$ cat config.mk
export PLATFORM = sky130hd
export DESIGN_NAME = output_compare_pwm_unit
export DESIGN_NICKNAME = d
export VERILOG_FILES = /design/src/common/output_compare_pkg.sv /design/src/common/compare_if.sv /design/src/design/output_compare_pwm_unit.sv /design/src/design/compare_match.sv
export VERILOG_INCLUDE_DIRS = /design/src /design/src/common
export SDC_FILE = /design/constraint.sdc
export NUM_CORES = 1
export LEC_CHECK = 0
export ABC_CLOCK_PERIOD_IN_PS = 7370
export CAP_MARGIN = 25
export CELL_PAD_IN_SITES_DETAIL_PLACEMENT = 1
export CELL_PAD_IN_SITES_GLOBAL_PLACEMENT = 1
export CORE_MARGIN = 5
export CORE_UTILIZATION = 30
export CTS_BUF_LIST = sky130_fd_sc_hd__clkbuf_8
export DETAILED_ROUTE_END_ITERATION = 8
export DONT_BUFFER_PORTS = 1
export PLACE_DENSITY_LB_ADDON = 0.1
export SYNTH_ARGS = -nofsm -noshare
export SYNTH_HDL_FRONTEND = slang
export SYNTH_SLANG_ARGS = --single-unit
$ cat constraint.sdc
create_clock -name REF_CLK -period 7.37 [get_ports REF_CLK]
set_input_delay 0.737 -clock REF_CLK [delete_from_list [all_inputs] [get_ports REF_CLK]]
set_output_delay 0.737 -clock REF_CLK [all_outputs]
set_load 0.01 [all_outputs]
$ cat src/common/output_compare_cfg.svh
// Purpose: offsets, field positions, reset values and mode codes of the compare unit
// Assumes: 32-bit register bus, one aligned word per register
// Notes: definitions only
`ifndef OUTPUT_COMPARE_CFG_SVH
`define OUTPUT_COMPARE_CFG_SVH

`define OC_ADDR_W 12
`define OC_CTRL_OFS 12'h000
`define OC_PRIMARY_OFS 12'h004
`define OC_SECONDARY_OFS 12'h008

`define OC_ON_BIT 15
`define OC_IDLE_STOP_BIT 13
`define OC_WIDE_BIT 5
`define OC_FAULT_BIT 4
`define OC_TSEL_BIT 3
`define OC_MODE_HI 2
`define OC_MODE_LO 0

`define OC_CTRL_RST 32'h0000_0000
`define OC_VALUE_RST 32'h0000_0000
`define OC_NARROW_MASK 32'h0000_ffff

`define OC_MODE_OFF 3'h0
`define OC_MODE_SET_HIGH 3'h1
`define OC_MODE_SET_LOW 3'h2
`define OC_MODE_TOGGLE 3'h3
`define OC_MODE_ONE_PULSE 3'h4
`define OC_MODE_PULSES 3'h5
`define OC_MODE_PWM 3'h6
`define OC_MODE_PWM_FAULT 3'h7

`endif

$ cat src/common/output_compare_pkg.sv
// Purpose: shared types of the compare unit
// Assumes: constants live in output_compare_cfg.svh
// Notes: types only
package output_compare_pkg;
	typedef enum logic [1:0] {
		SEL_CTRL,
		SEL_PRIMARY,
		SEL_SECONDARY,
		SEL_NONE
	} reg_sel_t;

	typedef enum logic [1:0] {
		ST_OFF,
		ST_ARMED,
		ST_PULSE,
		ST_DONE
	} oc_state_t;
endpackage

$ cat src/common/compare_if.sv
// Purpose: carries count and compare values to the match detector and events back
// Assumes: one clock domain
// Notes: hits are one-cycle pulses
`timescale 1ns/10ps
interface compare_if;
	logic clk;
	logic rst;
	logic [31:0] count;
	logic [31:0] first_value;
	logic [31:0] second_value;
	logic wide;
	logic first_hit;
	logic second_hit;

	modport matcher (
		input clk,
		input rst,
		input count,
		input first_value,
		input second_value,
		input wide,
		output first_hit,
		output second_hit
	);

	modport owner (
		output clk,
		output rst,
		output count,
		output first_value,
		output second_value,
		output wide,
		input first_hit,
		input second_hit
	);
endinterface

$ cat src/design/output_compare_pwm_unit.sv
// Purpose: output compare unit with APB registers driving one compare pin
// Assumes: timer counts and rollover pulses arrive synchronous to REF_CLK
// Notes: zero-wait APB slave, answer registered in the setup cycle
//
// Functional notes
// - unit runs only while enable bit set
// - idle_stop halts unit during device idle
// - wide select compares 32 bits, else 16
// - fault_status set by hardware, cleared by disable or by a control write that restarts the mode
// - fault_status reads zero outside mode 111
// - timebase_select picks timebase_b, else timebase_a
// - mode 111 PWM with fault input enabled
// - mode 110 PWM with fault input ignored
// - mode 101 starts low, continuous pulses
// - mode 100 starts low, one pulse
// - mode 011 compare event toggles pin
// - mode 010 starts high, event drives low
// - mode 001 starts low, event drives high
// - mode 000 disables compare function
// - unimplemented control bits read zero
`timescale 1ns/10ps
`include "output_compare_cfg.svh"
module output_compare_pwm_unit (
	input wire logic REF_CLK, // 125 MHz clock
	input wire logic RESET, // async reset, active high
	input wire logic PSEL, // apb select
	input wire logic PENABLE, // apb enable
	input wire logic PWRITE, // apb direction
	input wire logic [`OC_ADDR_W-1:0] PADDR, // apb byte address
	input wire logic [31:0] PWDATA, // apb write data
	output logic [31:0] PRDATA, // apb read data
	output logic PREADY, // apb ready
	output logic PSLVERR, // apb error on unmapped address
	input wire logic [31:0] TIMEBASE_A_COUNT, // timebase_a count
	input wire logic [31:0] TIMEBASE_B_COUNT, // timebase_b count
	input wire logic TIMEBASE_A_ROLL, // timebase_a period pulse
	input wire logic TIMEBASE_B_ROLL, // timebase_b period pulse
	input wire logic IDLE_MODE, // device is in idle
	input wire logic FAULT_N, // fault input, active low
	output logic COMPARE_OUTPUT_PIN // compare output pin
);
	compare_if cmp ();

	logic on_reg;
	logic on_next;
	logic idle_stop_reg;
	logic idle_stop_next;
	logic wide_reg;
	logic wide_next;
	logic tsel_reg;
	logic tsel_next;
	logic [2:0] mode_reg;
	logic [2:0] mode_next;
	logic [31:0] primary_reg;
	logic [31:0] primary_next;
	logic [31:0] secondary_reg;
	logic [31:0] secondary_next;

	logic [31:0] prdata_reg;
	logic [31:0] prdata_next;
	logic pready_reg;
	logic pready_next;
	logic pslverr_reg;
	logic pslverr_next;

	logic reinit_reg;
	logic reinit_next;
	output_compare_pkg::oc_state_t state_reg;
	output_compare_pkg::oc_state_t state_next;
	logic pin_reg;
	logic pin_next;
	logic fault_reg;
	logic fault_next;
	logic [31:0] duty_reg;
	logic [31:0] duty_next;

	logic setup;
	logic wr;
	logic [31:0] ctrl_view;
	logic [31:0] read_mux;
	logic pwm_mode;
	logic rollover;
	logic halted;
	logic disabled;
	output_compare_pkg::reg_sel_t sel_setup;
	output_compare_pkg::reg_sel_t sel_access;

	function automatic output_compare_pkg::reg_sel_t decode(input logic [`OC_ADDR_W-1:0] a);
		case (a)
			`OC_CTRL_OFS: decode = output_compare_pkg::SEL_CTRL;
			`OC_PRIMARY_OFS: decode = output_compare_pkg::SEL_PRIMARY;
			`OC_SECONDARY_OFS: decode = output_compare_pkg::SEL_SECONDARY;
			default: decode = output_compare_pkg::SEL_NONE;
		endcase
	endfunction

	////////////////////////////////////////////////////////////////////////////
	// match detector
	assign cmp.clk = REF_CLK;
	assign cmp.rst = RESET;
	assign cmp.count = tsel_reg ? TIMEBASE_B_COUNT : TIMEBASE_A_COUNT;
	assign cmp.first_value = primary_reg;
	// in PWM the end point is the latched duty, not the live register
	assign cmp.second_value = pwm_mode ? duty_reg : secondary_reg;
	assign cmp.wide = wide_reg;

	compare_match compare_match_inst (
		.cmp(cmp)
	);

	////////////////////////////////////////////////////////////////////////////
	// register bus
	always_comb begin
		ctrl_view = 32'h0000_0000;
		ctrl_view[`OC_ON_BIT] = on_reg;
		ctrl_view[`OC_IDLE_STOP_BIT] = idle_stop_reg;
		ctrl_view[`OC_WIDE_BIT] = wide_reg;
		ctrl_view[`OC_FAULT_BIT] = fault_reg & (mode_reg == `OC_MODE_PWM_FAULT);
		ctrl_view[`OC_TSEL_BIT] = tsel_reg;
		ctrl_view[`OC_MODE_HI:`OC_MODE_LO] = mode_reg;
	end

	always_comb begin
		setup = PSEL & ~PENABLE;
		sel_setup = decode(PADDR);
		sel_access = decode(PADDR);
		wr = PSEL & PENABLE & pready_reg & PWRITE;
		case (sel_setup)
			output_compare_pkg::SEL_CTRL: read_mux = ctrl_view;
			output_compare_pkg::SEL_PRIMARY: read_mux = primary_reg;
			output_compare_pkg::SEL_SECONDARY: read_mux = secondary_reg;
			default: read_mux = 32'h0000_0000;
		endcase
		pready_next = setup;
		pslverr_next = setup & (sel_setup == output_compare_pkg::SEL_NONE);
		prdata_next = (setup & ~PWRITE) ? read_mux : 32'h0000_0000;

		on_next = on_reg;
		idle_stop_next = idle_stop_reg;
		wide_next = wide_reg;
		tsel_next = tsel_reg;
		mode_next = mode_reg;
		primary_next = primary_reg;
		secondary_next = secondary_reg;
		reinit_next = 1'b0;
		if (wr) begin
			case (sel_access)
				output_compare_pkg::SEL_CTRL: begin
					on_next = PWDATA[`OC_ON_BIT];
					idle_stop_next = PWDATA[`OC_IDLE_STOP_BIT];
					wide_next = PWDATA[`OC_WIDE_BIT];
					tsel_next = PWDATA[`OC_TSEL_BIT];
					mode_next = PWDATA[`OC_MODE_HI:`OC_MODE_LO];
					// fault bit is not written here; rewriting the fault mode restarts it
					reinit_next = (PWDATA[`OC_MODE_HI:`OC_MODE_LO] != mode_reg)
						| (PWDATA[`OC_MODE_HI:`OC_MODE_LO] == `OC_MODE_PWM_FAULT)
						| (PWDATA[`OC_ON_BIT] & ~on_reg);
				end
				output_compare_pkg::SEL_PRIMARY: primary_next = PWDATA;
				output_compare_pkg::SEL_SECONDARY: secondary_next = PWDATA;
				default: reinit_next = 1'b0;
			endcase
		end
	end

	////////////////////////////////////////////////////////////////////////////
	// compare engine
	always_comb begin
		pwm_mode = (mode_reg == `OC_MODE_PWM) | (mode_reg == `OC_MODE_PWM_FAULT);
		rollover = tsel_reg ? TIMEBASE_B_ROLL : TIMEBASE_A_ROLL;
		disabled = ~on_reg | (mode_reg == `OC_MODE_OFF);
		halted = idle_stop_reg & IDLE_MODE;
		state_next = state_reg;
		pin_next = pin_reg;
		fault_next = fault_reg;
		duty_next = duty_reg;
		if (disabled) begin
			state_next = output_compare_pkg::ST_OFF;
			pin_next = 1'b0;
			fault_next = 1'b0;
		end else if (halted) begin
			// frozen: pin and sequence keep their place until idle ends
			state_next = state_reg;
		end else if (state_reg == output_compare_pkg::ST_OFF || reinit_reg) begin
			state_next = output_compare_pkg::ST_ARMED;
			pin_next = (mode_reg == `OC_MODE_SET_LOW);
			fault_next = 1'b0;
			duty_next = secondary_reg;
		end else begin
			case (mode_reg)
				`OC_MODE_SET_HIGH: begin
					if (cmp.first_hit) begin
						pin_next = 1'b1;
					end
				end
				`OC_MODE_SET_LOW: begin
					if (cmp.first_hit) begin
						pin_next = 1'b0;
					end
				end
				`OC_MODE_TOGGLE: begin
					if (cmp.first_hit) begin
						pin_next = ~pin_reg;
					end
				end
				`OC_MODE_ONE_PULSE, `OC_MODE_PULSES: begin
					case (state_reg)
						output_compare_pkg::ST_ARMED: begin
							if (cmp.first_hit) begin
								pin_next = 1'b1;
								state_next = output_compare_pkg::ST_PULSE;
							end
						end
						output_compare_pkg::ST_PULSE: begin
							if (cmp.second_hit) begin
								pin_next = 1'b0;
								// single pulse parks; continuous rearms for the next period
								state_next = (mode_reg == `OC_MODE_PULSES)
									? output_compare_pkg::ST_ARMED
									: output_compare_pkg::ST_DONE;
							end
						end
						default: pin_next = 1'b0;
					endcase
				end
				`OC_MODE_PWM, `OC_MODE_PWM_FAULT: begin
					if (rollover) begin
						pin_next = 1'b1;
						duty_next = secondary_reg;
					end else if (cmp.second_hit) begin
						pin_next = 1'b0;
					end
				end
				default: pin_next = 1'b0;
			endcase
		end
		// the event wins over the re-init clear in the same cycle, but not over the disable clear
		if (~disabled & ~halted & (mode_reg == `OC_MODE_PWM_FAULT) & ~FAULT_N) begin
			fault_next = 1'b1;
		end
		if (~disabled & (mode_reg == `OC_MODE_PWM_FAULT) & fault_next) begin
			pin_next = 1'b0;
		end
	end

	////////////////////////////////////////////////////////////////////////////
	always_ff @(posedge REF_CLK or posedge RESET) begin
		if (RESET) begin
			on_reg <= 1'b0;
			idle_stop_reg <= 1'b0;
			wide_reg <= 1'b0;
			tsel_reg <= 1'b0;
			mode_reg <= `OC_MODE_OFF;
			primary_reg <= `OC_VALUE_RST;
			secondary_reg <= `OC_VALUE_RST;
			prdata_reg <= `OC_CTRL_RST;
			pready_reg <= 1'b0;
			pslverr_reg <= 1'b0;
			reinit_reg <= 1'b0;
		end else begin
			on_reg <= on_next;
			idle_stop_reg <= idle_stop_next;
			wide_reg <= wide_next;
			tsel_reg <= tsel_next;
			mode_reg <= mode_next;
			primary_reg <= primary_next;
			secondary_reg <= secondary_next;
			prdata_reg <= prdata_next;
			pready_reg <= pready_next;
			pslverr_reg <= pslverr_next;
			reinit_reg <= reinit_next;
		end
	end

	always_ff @(posedge REF_CLK or posedge RESET) begin
		if (RESET) begin
			state_reg <= output_compare_pkg::ST_OFF;
			pin_reg <= 1'b0;
			fault_reg <= 1'b0;
			duty_reg <= `OC_VALUE_RST;
		end else begin
			state_reg <= state_next;
			pin_reg <= pin_next;
			fault_reg <= fault_next;
			duty_reg <= duty_next;
		end
	end

	assign PRDATA = prdata_reg;
	assign PREADY = pready_reg;
	assign PSLVERR = pslverr_reg;
	assign COMPARE_OUTPUT_PIN = pin_reg;
endmodule

$ cat src/design/compare_match.sv
// Purpose: turns equality of count and compare values into one-cycle events
// Assumes: count is synchronous to clk
// Notes: narrow mode compares the low 16 bits only
`timescale 1ns/10ps
`include "output_compare_cfg.svh"
module compare_match (
	compare_if.matcher cmp // count in, events out
);
	logic eq_first;
	logic eq_second;
	logic first_seen_reg;
	logic first_seen_next;
	logic second_seen_reg;
	logic second_seen_next;

	function automatic logic [31:0] fit(input logic [31:0] v, input logic w);
		fit = w ? v : (v & `OC_NARROW_MASK);
	endfunction

	////////////////////////////////////////////////////////////////////////////
	always_comb begin
		eq_first = fit(cmp.count, cmp.wide) == fit(cmp.first_value, cmp.wide);
		eq_second = fit(cmp.count, cmp.wide) == fit(cmp.second_value, cmp.wide);
		first_seen_next = eq_first;
		second_seen_next = eq_second;
		// a timer parked on the value must not fire again every cycle
		cmp.first_hit = eq_first & ~first_seen_reg;
		cmp.second_hit = eq_second & ~second_seen_reg;
	end

	always_ff @(posedge cmp.clk or posedge cmp.rst) begin
		if (cmp.rst) begin
			first_seen_reg <= 1'b0;
			second_seen_reg <= 1'b0;
		end else begin
			first_seen_reg <= first_seen_next;
			second_seen_reg <= second_seen_next;
		end
	end
endmodule

==> results by stage, run 1 <==
Status:
- The flow ran to the end, and the final reports show no timing, DRC or antenna violations.

Global route:
- The wire length of the first global-routing pass is 38,380 um.
- The total track usage is 0.1746.
- The via count of the first global-routing pass is roughly 6,200.
- Global routing finished with a remaining overflow of 0.
- Entering global routing, the biggest net connects 78 pins.
- The number of antenna violations at the first check in global routing came to 0.

Floorplan:
- After floorplanning, the core was divided into 58 placement rows.
- The total die area is 29,120 um^2.
- The I/O pin count is 152.
- The die extent in x is 170.7 um.
- The floorplan step defined a core boundary enclosing approximately 25,000 um^2.
- The initial core utilization is 0.3058.
- Measured along the y axis, the die boundary spans 170.7 um.

Timing:
- Setup violations remaining at the end of the flow were counted as 0.
- The shortest period the worst path allows is 3.982 ns.
- Summed over all failing endpoints, the final setup total negative slack is 0 ns.
- The transition time at the pin with the least slew margin is about 0.87 ns.
- The ratio of final minimum period to clock period is 0.5403.
- The count of final max-slew check failures is 0.
- The number of hold violations in the final report is 0.
- Timing would allow up to 0.2511 GHz.
- Setup repair after global routing left no endpoint under its margin.
- The clock tree skew after final layout is about 0.014 ns.
- The relative slew slack is 0.4185.

Power and ir drop:
- The clock group share of total power is 0.479.
- The switching power of the nets is 385.9 uW.
- The internal portion of the total power is 1.260 mW.
- Of the total power, registers draw 0.481.
- The power density of the placed cells is 191.8 nW/um^2.
- The fraction of power consumed by combinational cells is 0.040.
- The analysis attributes to cell leakage a power of 3.779 nW.
- The worst-case IR drop observed on VDD is around 89 uV.
- Of the total power, the share spent switching nets is 0.2345.
- The power consumption is 1.646 mW.

Logic synthesis:
- Synthesis handed over a netlist of 702 instances.
- The count of flip-flops with a built-in enable after synthesis is 0.
- The dominant register cell in the synthesized netlist is sky130_fd_sc_hd__dfrtp_1.
- The post-synthesis area per instance is 11.03 um^2.
- Counting flops and latches in the post-synthesis netlist gives approximately 140.
- The Yosys step of the flow raised 0 warnings.
- The share of the Yosys chip area taken by registers is 0.4653.
- When the netlist entered floorplanning its net count stood at 822.
- The async set-or-reset flop fraction in the synthesized netlist is 1.000.
- Counting distinct cell types in the post-synthesis netlist gives 55.
- The mapped cell area is 7744 um^2.

Clocking:
- For this design, the sink count on the clock tree is around 140.
- The number of levels in the clock H-tree is 4.
- The maximum count of clock buffers along a single path is 2.
- Counting the buffers created by CTS gives 17.
- The clock slew at the register clock pins of the worst setup and hold paths is 0.09 ns.
- TritonCTS built the clock tree.
- Buffers inserted to repair hold after CTS numbered 0.
- Once the clock tree was built, the resizer swapped 0 gates to a different size.
- The root buffer cell chosen for the clock tree is sky130_fd_sc_hd__clkbuf_8.
- In this run the post-CTS setup repair buffer count came out at 0.
- The clock latency of the later-clocked register in the worst-skew pair is 0.46 ns.

Route:
- The via density per instance is approximately 5.5.
- In the routed design, unresolved DRC markers number 0.
- In this run, the number of DRC markers left after iteration 0 of detailed routing was 225.
- The number of nets with antenna violations after detailed routing is 0.
- After detailed routing, the total wire length is approximately 25,000 um.
- The total number of vias is 5,650.
- In the final routed layout, each cell accounts on average for 24.46 um.
- The first detailed-routing pass ran for 6 iterations.

Cells and area:
- The number of nets in the final layout is 808.
- The count of antenna diodes in the layout is 0.
- The count of filler cells inserted in the layout is ~2,800.
- The fraction of final layout cells with drive strength greater than 1 is 0.2225.
- Compared with the post-synthesis result, the final layout area differs by 10.81%.
- The final design utilization is 0.3388.

Setup path:
- The kind of launch point of the worst setup path is a flop.
- Data on the critical path arrives at its endpoint at between 4 and 5 ns.
- The endpoint required time on the critical path is 7.76 ns.
- Along the worst path, the maximum fanout reaches 42.
- STA classifies the critical path endpoint as a flop.
- The category of the critical setup timing path is flop to flop.

Place:
- The count of input and output buffers is 0.
- The half-perimeter wire length of the detailed placement result is roughly 18,000 um.
- Routability-driven placement finished with a final weighted congestion of 0.8495.

Job:
- Across the run, the number of max-cap violations was 0.

Min path:
- The type of the most critical hold path is input pin to asynchronous set/reset pin.
[through the flow]
| stage | std cells | setup WS [ns] | instance area, um^2 | hold slack, ns |
|---|---|---|---|---|
| global route | 1031 | 3.145 | 8581 | 0.2883 |
| CTS | 1030 | 3.392 | 8553 | 0.2785 |
| finish | 1031 | 3.388 | 8581 | 0.2506 |
| floorplan | 702 | 2.767 | 7744 | 0.4495 |
| detailed placement | 998 | 3.410 | 8070 | 0.4871 |
| global placement | 997 | 3.470 | 8043 | 0.4703 |
[synth_stat cells, types with 2 or more instances]
library cell	instances	area, um^2
sky130_fd_sc_hd__dfrtp_1	144	3603
sky130_fd_sc_hd__mux2_2	102	1149
sky130_fd_sc_hd__mux2i_1	49	490.5
sky130_fd_sc_hd__nor2_1	49	183.9
sky130_fd_sc_hd__nor3_1	34	170.2
sky130_fd_sc_hd__clkbuf_1	30	112.6
sky130_fd_sc_hd__a22oi_1	25	187.7
sky130_fd_sc_hd__o21ai_0	25	125.1
sky130_fd_sc_hd__xnor2_1	24	210.2
sky130_fd_sc_hd__a21boi_0	23	172.7
sky130_fd_sc_hd__and3_1	20	125.1
sky130_fd_sc_hd__nand2_1	16	60.06
sky130_fd_sc_hd__nor4_1	15	93.84
sky130_fd_sc_hd__o21a_1	15	112.6
sky130_fd_sc_hd__a21oi_1	14	70.07
sky130_fd_sc_hd__nand3_1	11	55.05
sky130_fd_sc_hd__buf_2	10	50.05
sky130_fd_sc_hd__inv_1	10	37.54
sky130_fd_sc_hd__nand4_1	8	50.05
sky130_fd_sc_hd__and2_1	6	37.54
sky130_fd_sc_hd__nor4b_1	5	43.79
sky130_fd_sc_hd__a211oi_1	4	30.03
sky130_fd_sc_hd__buf_6	4	45.04
sky130_fd_sc_hd__nor3b_1	4	30.03
sky130_fd_sc_hd__a221oi_1	3	26.28
sky130_fd_sc_hd__ha_1	3	37.54
sky130_fd_sc_hd__nand2b_1	3	18.77
sky130_fd_sc_hd__nand3b_1	3	22.52
sky130_fd_sc_hd__nor2b_1	3	18.77
sky130_fd_sc_hd__o31ai_1	3	22.52
sky130_fd_sc_hd__xor2_1	3	26.28
sky130_fd_sc_hd__a211o_1	2	17.52
sky130_fd_sc_hd__a31oi_1	2	12.51
sky130_fd_sc_hd__a41oi_1	2	17.52
sky130_fd_sc_hd__mux2_1	2	22.52
sky130_fd_sc_hd__mux2i_2	2	27.53
sky130_fd_sc_hd__o211a_1	2	20.02
sky130_fd_sc_hd__o211ai_1	2	15.01
sky130_fd_sc_hd__o21ai_1	2	10.01
sky130_fd_sc_hd__o221ai_1	2	17.52
sky130_fd_sc_hd__o22ai_1	2	12.51
[worst max-delay path, cell delays in order, from the launching register on]
cell and delay [ns]:
sky130_fd_sc_hd__dfrtp_1 0.59, sky130_fd_sc_hd__buf_4 0.44, sky130_fd_sc_hd__nand2_1 0.57, sky130_fd_sc_hd__a21boi_0 0.50
sky130_fd_sc_hd__xnor2_1 0.16, sky130_fd_sc_hd__a221oi_1 0.12, sky130_fd_sc_hd__nor4_1 0.76, sky130_fd_sc_hd__a21boi_1 0.21
sky130_fd_sc_hd__nor4_4 0.30, sky130_fd_sc_hd__mux2i_1 0.23
[logic make-up (layout without fill, tap and decap cells)]
| family | Yosys count | after routing | synth area share |
|---|---|---|---|
| adder cells (fa/ha/maj) | 3 | 3 | 0.004848 |
| AO/OA/AOI/OAI | 138 | 138 | 0.1265 |
| AND/OR/NAND/NOR | 180 | 180 | 0.1225 |
| buffers and inverters | 55 | 54 | 0.03215 |
| flip-flops | 144 | 144 | 0.4653 |
| XOR/XNOR | 27 | 27 | 0.03054 |
| multiplexers | 155 | 155 | 0.2181 |
[per-layer routing]
layer | part of all wire | vias to the layer above | global-route usage
li1 | - | 2555 | -
met4 | 0.012 | 0 | 0.04722
met3 | 0.053 | 19 | 0.04367
met5 | 0 | - | 0
met1 | 0.42 | 2949 | 0.2152
met2 | 0.51 | 127 | 0.3048
[layout by cell type (no fill, tap or decap), types with 6 or more instances in the layout]
cell type and instances:
sky130_fd_sc_hd__inv_1 11, sky130_fd_sc_hd__o21ai_0 25, sky130_fd_sc_hd__buf_4 10, sky130_fd_sc_hd__bufinv_16 6, sky130_fd_sc_hd__nor2_1 49, sky130_fd_sc_hd__a21oi_1 14
sky130_fd_sc_hd__o21a_1 15, sky130_fd_sc_hd__and2_1 6, sky130_fd_sc_hd__mux2i_1 49, sky130_fd_sc_hd__dfrtp_1 143, sky130_fd_sc_hd__nand2_1 16, sky130_fd_sc_hd__nand4_1 8
sky130_fd_sc_hd__nor3_1 34, sky130_fd_sc_hd__mux2_2 102, sky130_fd_sc_hd__nor4_1 15, sky130_fd_sc_hd__a21boi_0 23, sky130_fd_sc_hd__and3_1 20, sky130_fd_sc_hd__xnor2_1 24
sky130_fd_sc_hd__a22oi_1 25, sky130_fd_sc_hd__nand3_1 11, sky130_fd_sc_hd__clkbuf_8 18
[cell type report]
| cell class | instances | area [um^2] | share of cell area |
|---|---|---|---|
| sequential | 144 | 3605 | 0.4201 |
| timing repair buffer | 12 | 130.1 | 0.01516 |
| clock inverter | 14 | 235.2 | 0.02741 |
| multi-input combinational | 503 | 3908 | 0.4554 |
| inverter | 10 | 42.54 | 0.004958 |
| clock buffer | 18 | 247.7 | 0.02887 |
| tap | 330 | 412.9 | 0.04812 |
[final timing paths]
check / startpoint / endpoint / slack (ns) / cells past startpoint
max in group asynchronous: RESET / tsel_reg / 6.06 / 3
worst max-delay path: mode_reg[2] / state_reg[1] / 3.39 / 9
worst max register to register: mode_reg[2] / state_reg[1] / 3.39 / 9
worst min register to register: duty_reg[26] / duty_reg[26] / 0.50 / 2
min in group REF_CLK: PWDATA[5] / cmp.wide / 0.40 / 2
worst min-delay path: RESET / PRDATA[30] / 0.25 / 1
[power by group through the flow]
stage	logic [mW]	clock network, mW	registers, mW
floorplan	0.0468	0	0.807
global placement	0.0654	0	0.807
detailed placement	0.0665	0	0.807
CTS	0.0668	0.812	0.791
global route	0.0741	0.845	0.791
finish	0.0661	0.789	0.791
(Power assumes the default switching activity.)
==> inputs of run 2 (changes only) <==
--- a/config.mk
+++ b/config.mk
@@ -6,7 +6,7 @@
 export SDC_FILE = /design/constraint.sdc
 export NUM_CORES = 1
 export LEC_CHECK = 0
-export ABC_CLOCK_PERIOD_IN_PS = 7370
+export ABC_CLOCK_PERIOD_IN_PS = 3300
 export CAP_MARGIN = 25
 export CELL_PAD_IN_SITES_DETAIL_PLACEMENT = 1
 export CELL_PAD_IN_SITES_GLOBAL_PLACEMENT = 1
==> constraint.sdc (replaced) <==
create_clock -name REF_CLK -period 3.3 [get_ports REF_CLK]
set_input_delay 0.33 -clock REF_CLK [delete_from_list [all_inputs] [get_ports REF_CLK]]
set_output_delay 0.33 -clock REF_CLK [all_outputs]
set_load 0.01 [all_outputs]
==> run 2 against run 1 <==
Final cell count increased by 5.6%. Cell area rose by 6.1%. Via count grew 3.6%. Die area is the same. Clock skew fell by 0.0015 ns. Combinational power rose to 2.9 times the previous value. Sequential share of layout area decreased by 2.4 points. First-iteration DRC count down 30%. Routed wire length grew 6.6%.
==> results by stage, run 2 (synthesis results as in run 1) <==
Cells and area:
- The count of antenna diodes in the layout was 0 (unchanged).
- The area of all placed cells without fillers was 9101 um^2 (+6.1%).
- Leaving out fill and tap cells, the most frequent cell in the layout is sky130_fd_sc_hd__dfrtp_1.
- The fraction of final layout cells with drive strength greater than 1 was 0.2490 (+0.02647).
- The final design utilization is 0.3594 (+0.02055).
- The signed area change from the synthesized netlist to the final layout is 17.53%.
- The number of nets in the final layout was 867 (+7.3%).
- The count of filler cells inserted in the layout was 2,770 (+0.072%).
- The top cell types in the final layout, fill and taps aside, are 143 x sky130_fd_sc_hd__dfrtp_1, 102 x sky130_fd_sc_hd__mux2_2, 49 x sky130_fd_sc_hd__nor2_1, 44 x sky130_fd_sc_hd__mux2i_1, 35 x sky130_fd_sc_hd__dlygate4sd3_1.

Place:
- The count of input and output buffers came to 0 (unchanged).
- The global placement routability congestion is 0.7943 (-6.5%).
- The placed cell area was 8292 um^2 (+2.7%).
- The half-perimeter wire length of the detailed placement result is 19,600 um (+6.3%).
- The setup slack at placement is -0.01708 ns (-3.427 ns).

Global route:
- The number of antenna violations at the first check in global routing is 0 (unchanged).
- The via count of the first global-routing pass is 6,559 (+5.4%).
- The wire length of the first global-routing pass is 40,720 um (+6.1%).
- The overflow left after global routing is 0 (unchanged).
- The total track usage came to 0.1855 (+0.01090).
- The largest net degree at the start of global routing is 54 (-31%).

Floorplan:
- The height of the chip is 170.7 um (unchanged).
- The I/O pin count is 152 (unchanged).
- The die extent in x was 170.7 um (unchanged).
- The total die area is 29,120 um^2 (unchanged).
- The initial core utilization is 0.3058 (unchanged).
- The floorplan core area is 25,330 um^2 (unchanged).
- The row count is 58 (unchanged).

Clocking:
- The TritonCTS clock tree is yes.
- The number of levels in the clock H-tree came to 4 (unchanged).
- The CTS sink count is 144 (unchanged).
- The number of buffers added by the clock tree synthesis step is 17 (unchanged).
- The cell at the root of the clock tree is sky130_fd_sc_hd__clkbuf_8.
- The clock slew at the register clock pins of the worst setup and hold paths is 0.09 ns (about the same).
- The maximum count of clock buffers along a single path is 2 (unchanged).
- The clock latency of the later-clocked register in the worst-skew pair came to 0.45 ns (about the same).

Min path:
- The type of the most critical hold path is input pin to flop.

Timing:
- The worst hold slack came to 0.03067 ns (-0.2199 ns).
- The post-route worst setup slack is 0.3000 ns (-3.088 ns).
- The relative slew slack came to 0.4013 (-0.01720).
- The number of hold violations in the final report is 0 (unchanged).
- The count of final max-slew check failures is 0 (unchanged).
- The transition time at the pin with the least slew margin is 0.8980 ns (+0.02677 ns).
- The highest clock rate was 0.3333 GHz (+33%).
- The shortest period the worst path allows is 3.000 ns (-0.9819 ns).
- The clock tree skew after final layout is 0.01289 ns (-0.001506 ns).
- Setup repair after global routing left no endpoint under its margin.
- The ratio of final minimum period to clock period is 0.9091 (+0.3688).
- The setup-violating endpoint count in the final report came to 0 (unchanged).

Route:
- The number of nets with antenna violations after detailed routing is 0 (unchanged).
- The via density per instance is 5.373 (-2.0%).
- The total wire length after detailed routing was 26,880 um (+6.6%).
- The total number of vias came to 5,851 (+3.6%).
- The initial detailed-routing violation count is 158 (-30%).
- The first-pass detailed-route iteration total came to 4 (-2).
- The DRC violation count after routing is 0 (unchanged).
- The detail-routed net length per standard cell is 24.69 um (+0.94%).

Setup path:
- The critical path goes through buf_4 -> mux2i_1 -> xor2_1 -> o2111a_1 -> nand4_1 -> a2111oi_4 -> buf_4 -> a21o_1 -> o32ai_1 -> a21oi_1.
- The kind of launch point of the worst setup path is a flop.
- The element type at the critical path end is a flop.
- The peak fanout along the critical path is 13 (-69%).
- The cell with the largest stage delay on the worst path is sky130_fd_sc_hd__dfrtp_2.
- The total buffers and inverters traversed by the critical path came to 2 (+1).
- The highest cell delay on the worst timing path was 0.48 ns (-0.28 ns).
- The category of the critical setup timing path is flop to flop.
- The dominant delay contributor by cell family on the critical path is compound AO/OA/AOI/OAI gates.
- In this design, the critical path's most frequently occurring cell is sky130_fd_sc_hd__buf_4.
- The signal arrival time at the worst endpoint is 3.38 ns (-0.99 ns).
- The endpoint required time on the critical path is 3.68 ns (-4.08 ns).
- The register-to-register setup slack is 0.30 ns (-3.09 ns).

Status:
- The run finished with clean final reports.

Power and ir drop:
- The power density of the placed cells is 385.1 nW/um^2 (+100%).
- The peak supply drop is 194.7 uV (+120%).
- The leakage power of the design came to 4.019 nW (+6.4%).
- The power consumption is 3.505 mW (+110%).

Job:
- The max-cap check violation count is 0 (unchanged).
run 2: changes by cell type in the layout (fill, tap and decap cells not counted), moves of 2 or more:
cell	change
sky130_fd_sc_hd__buf_16	-2
sky130_fd_sc_hd__buf_12	+5
sky130_fd_sc_hd__dlygate4sd3_1	+35
sky130_fd_sc_hd__clkinv_4	+2
sky130_fd_sc_hd__mux2i_1	-5
sky130_fd_sc_hd__inv_1	-2
sky130_fd_sc_hd__buf_4	+21
sky130_fd_sc_hd__clkinvlp_4	+3
sky130_fd_sc_hd__mux2i_2	+5
sky130_fd_sc_hd__bufinv_16	-3
run 2: per-stage QoR:
step,TNS (ns),instances
2_1_floorplan,0,702
3_3_place_gp,0,1022
3_5_place_dp,-0.01708,1022
4_1_cts,0,1084
5_1_grt,0,1089
6_report,0,1089
run 2: power by group:
group          internal, mW  switching [mW]  total, mW  leakage [nW]
clock network         0.757           0.791       1.55         0.200
registers              1.76         0.00174       1.77          1.99
logic                0.0822           0.109      0.191          1.83
run 2: final timing paths:
check                           depth (start not counted)             endpoint    startpoint
worst max register to register                         10   COMPARE_OUTPUT_PIN      tsel_reg
worst min register to register                          2         duty_reg[26]  duty_reg[26]
max in group asynchronous                               3          duty_reg[3]         RESET
worst min-delay path                                    1  cmp.first_value[28]    PWDATA[28]
worst max-delay path                                   10   COMPARE_OUTPUT_PIN      tsel_reg
min in group asynchronous                               2           PRDATA[30]         RESET
run 2: cell type report:
cell class	count	area, um^2	share of cell area
Clock inverter	14	178.9	0.01966
Clock buffer	17	234.0	0.02571
Multi-Input combinational cell	503	3946	0.4336
Sequential cell	144	3605	0.3961
Timing Repair Buffer	71	683.2	0.07506
Inverter	10	41.29	0.004537
Tap cell	330	412.9	0.04537
run 2: layer usage:
metal / vias up / global-route usage / part of all wire
met2: 125 / 0.3260 / 0.51
met3: 30 / 0.03281 / 0.040
met4: 0 / 0.05694 / 0.020
met1: 3015 / 0.2326 / 0.43
met5: - / 0 / 0
li1: 2681 / - / -
run 2: repair_timing:
action,in CTS,in global routing
hold buffers,31,4
setup endpoints to repair,1,3
gates cloned,0,0
resized for setup,2,6
endpoints found under the hold margin,81,4
buffers inserted,0,1
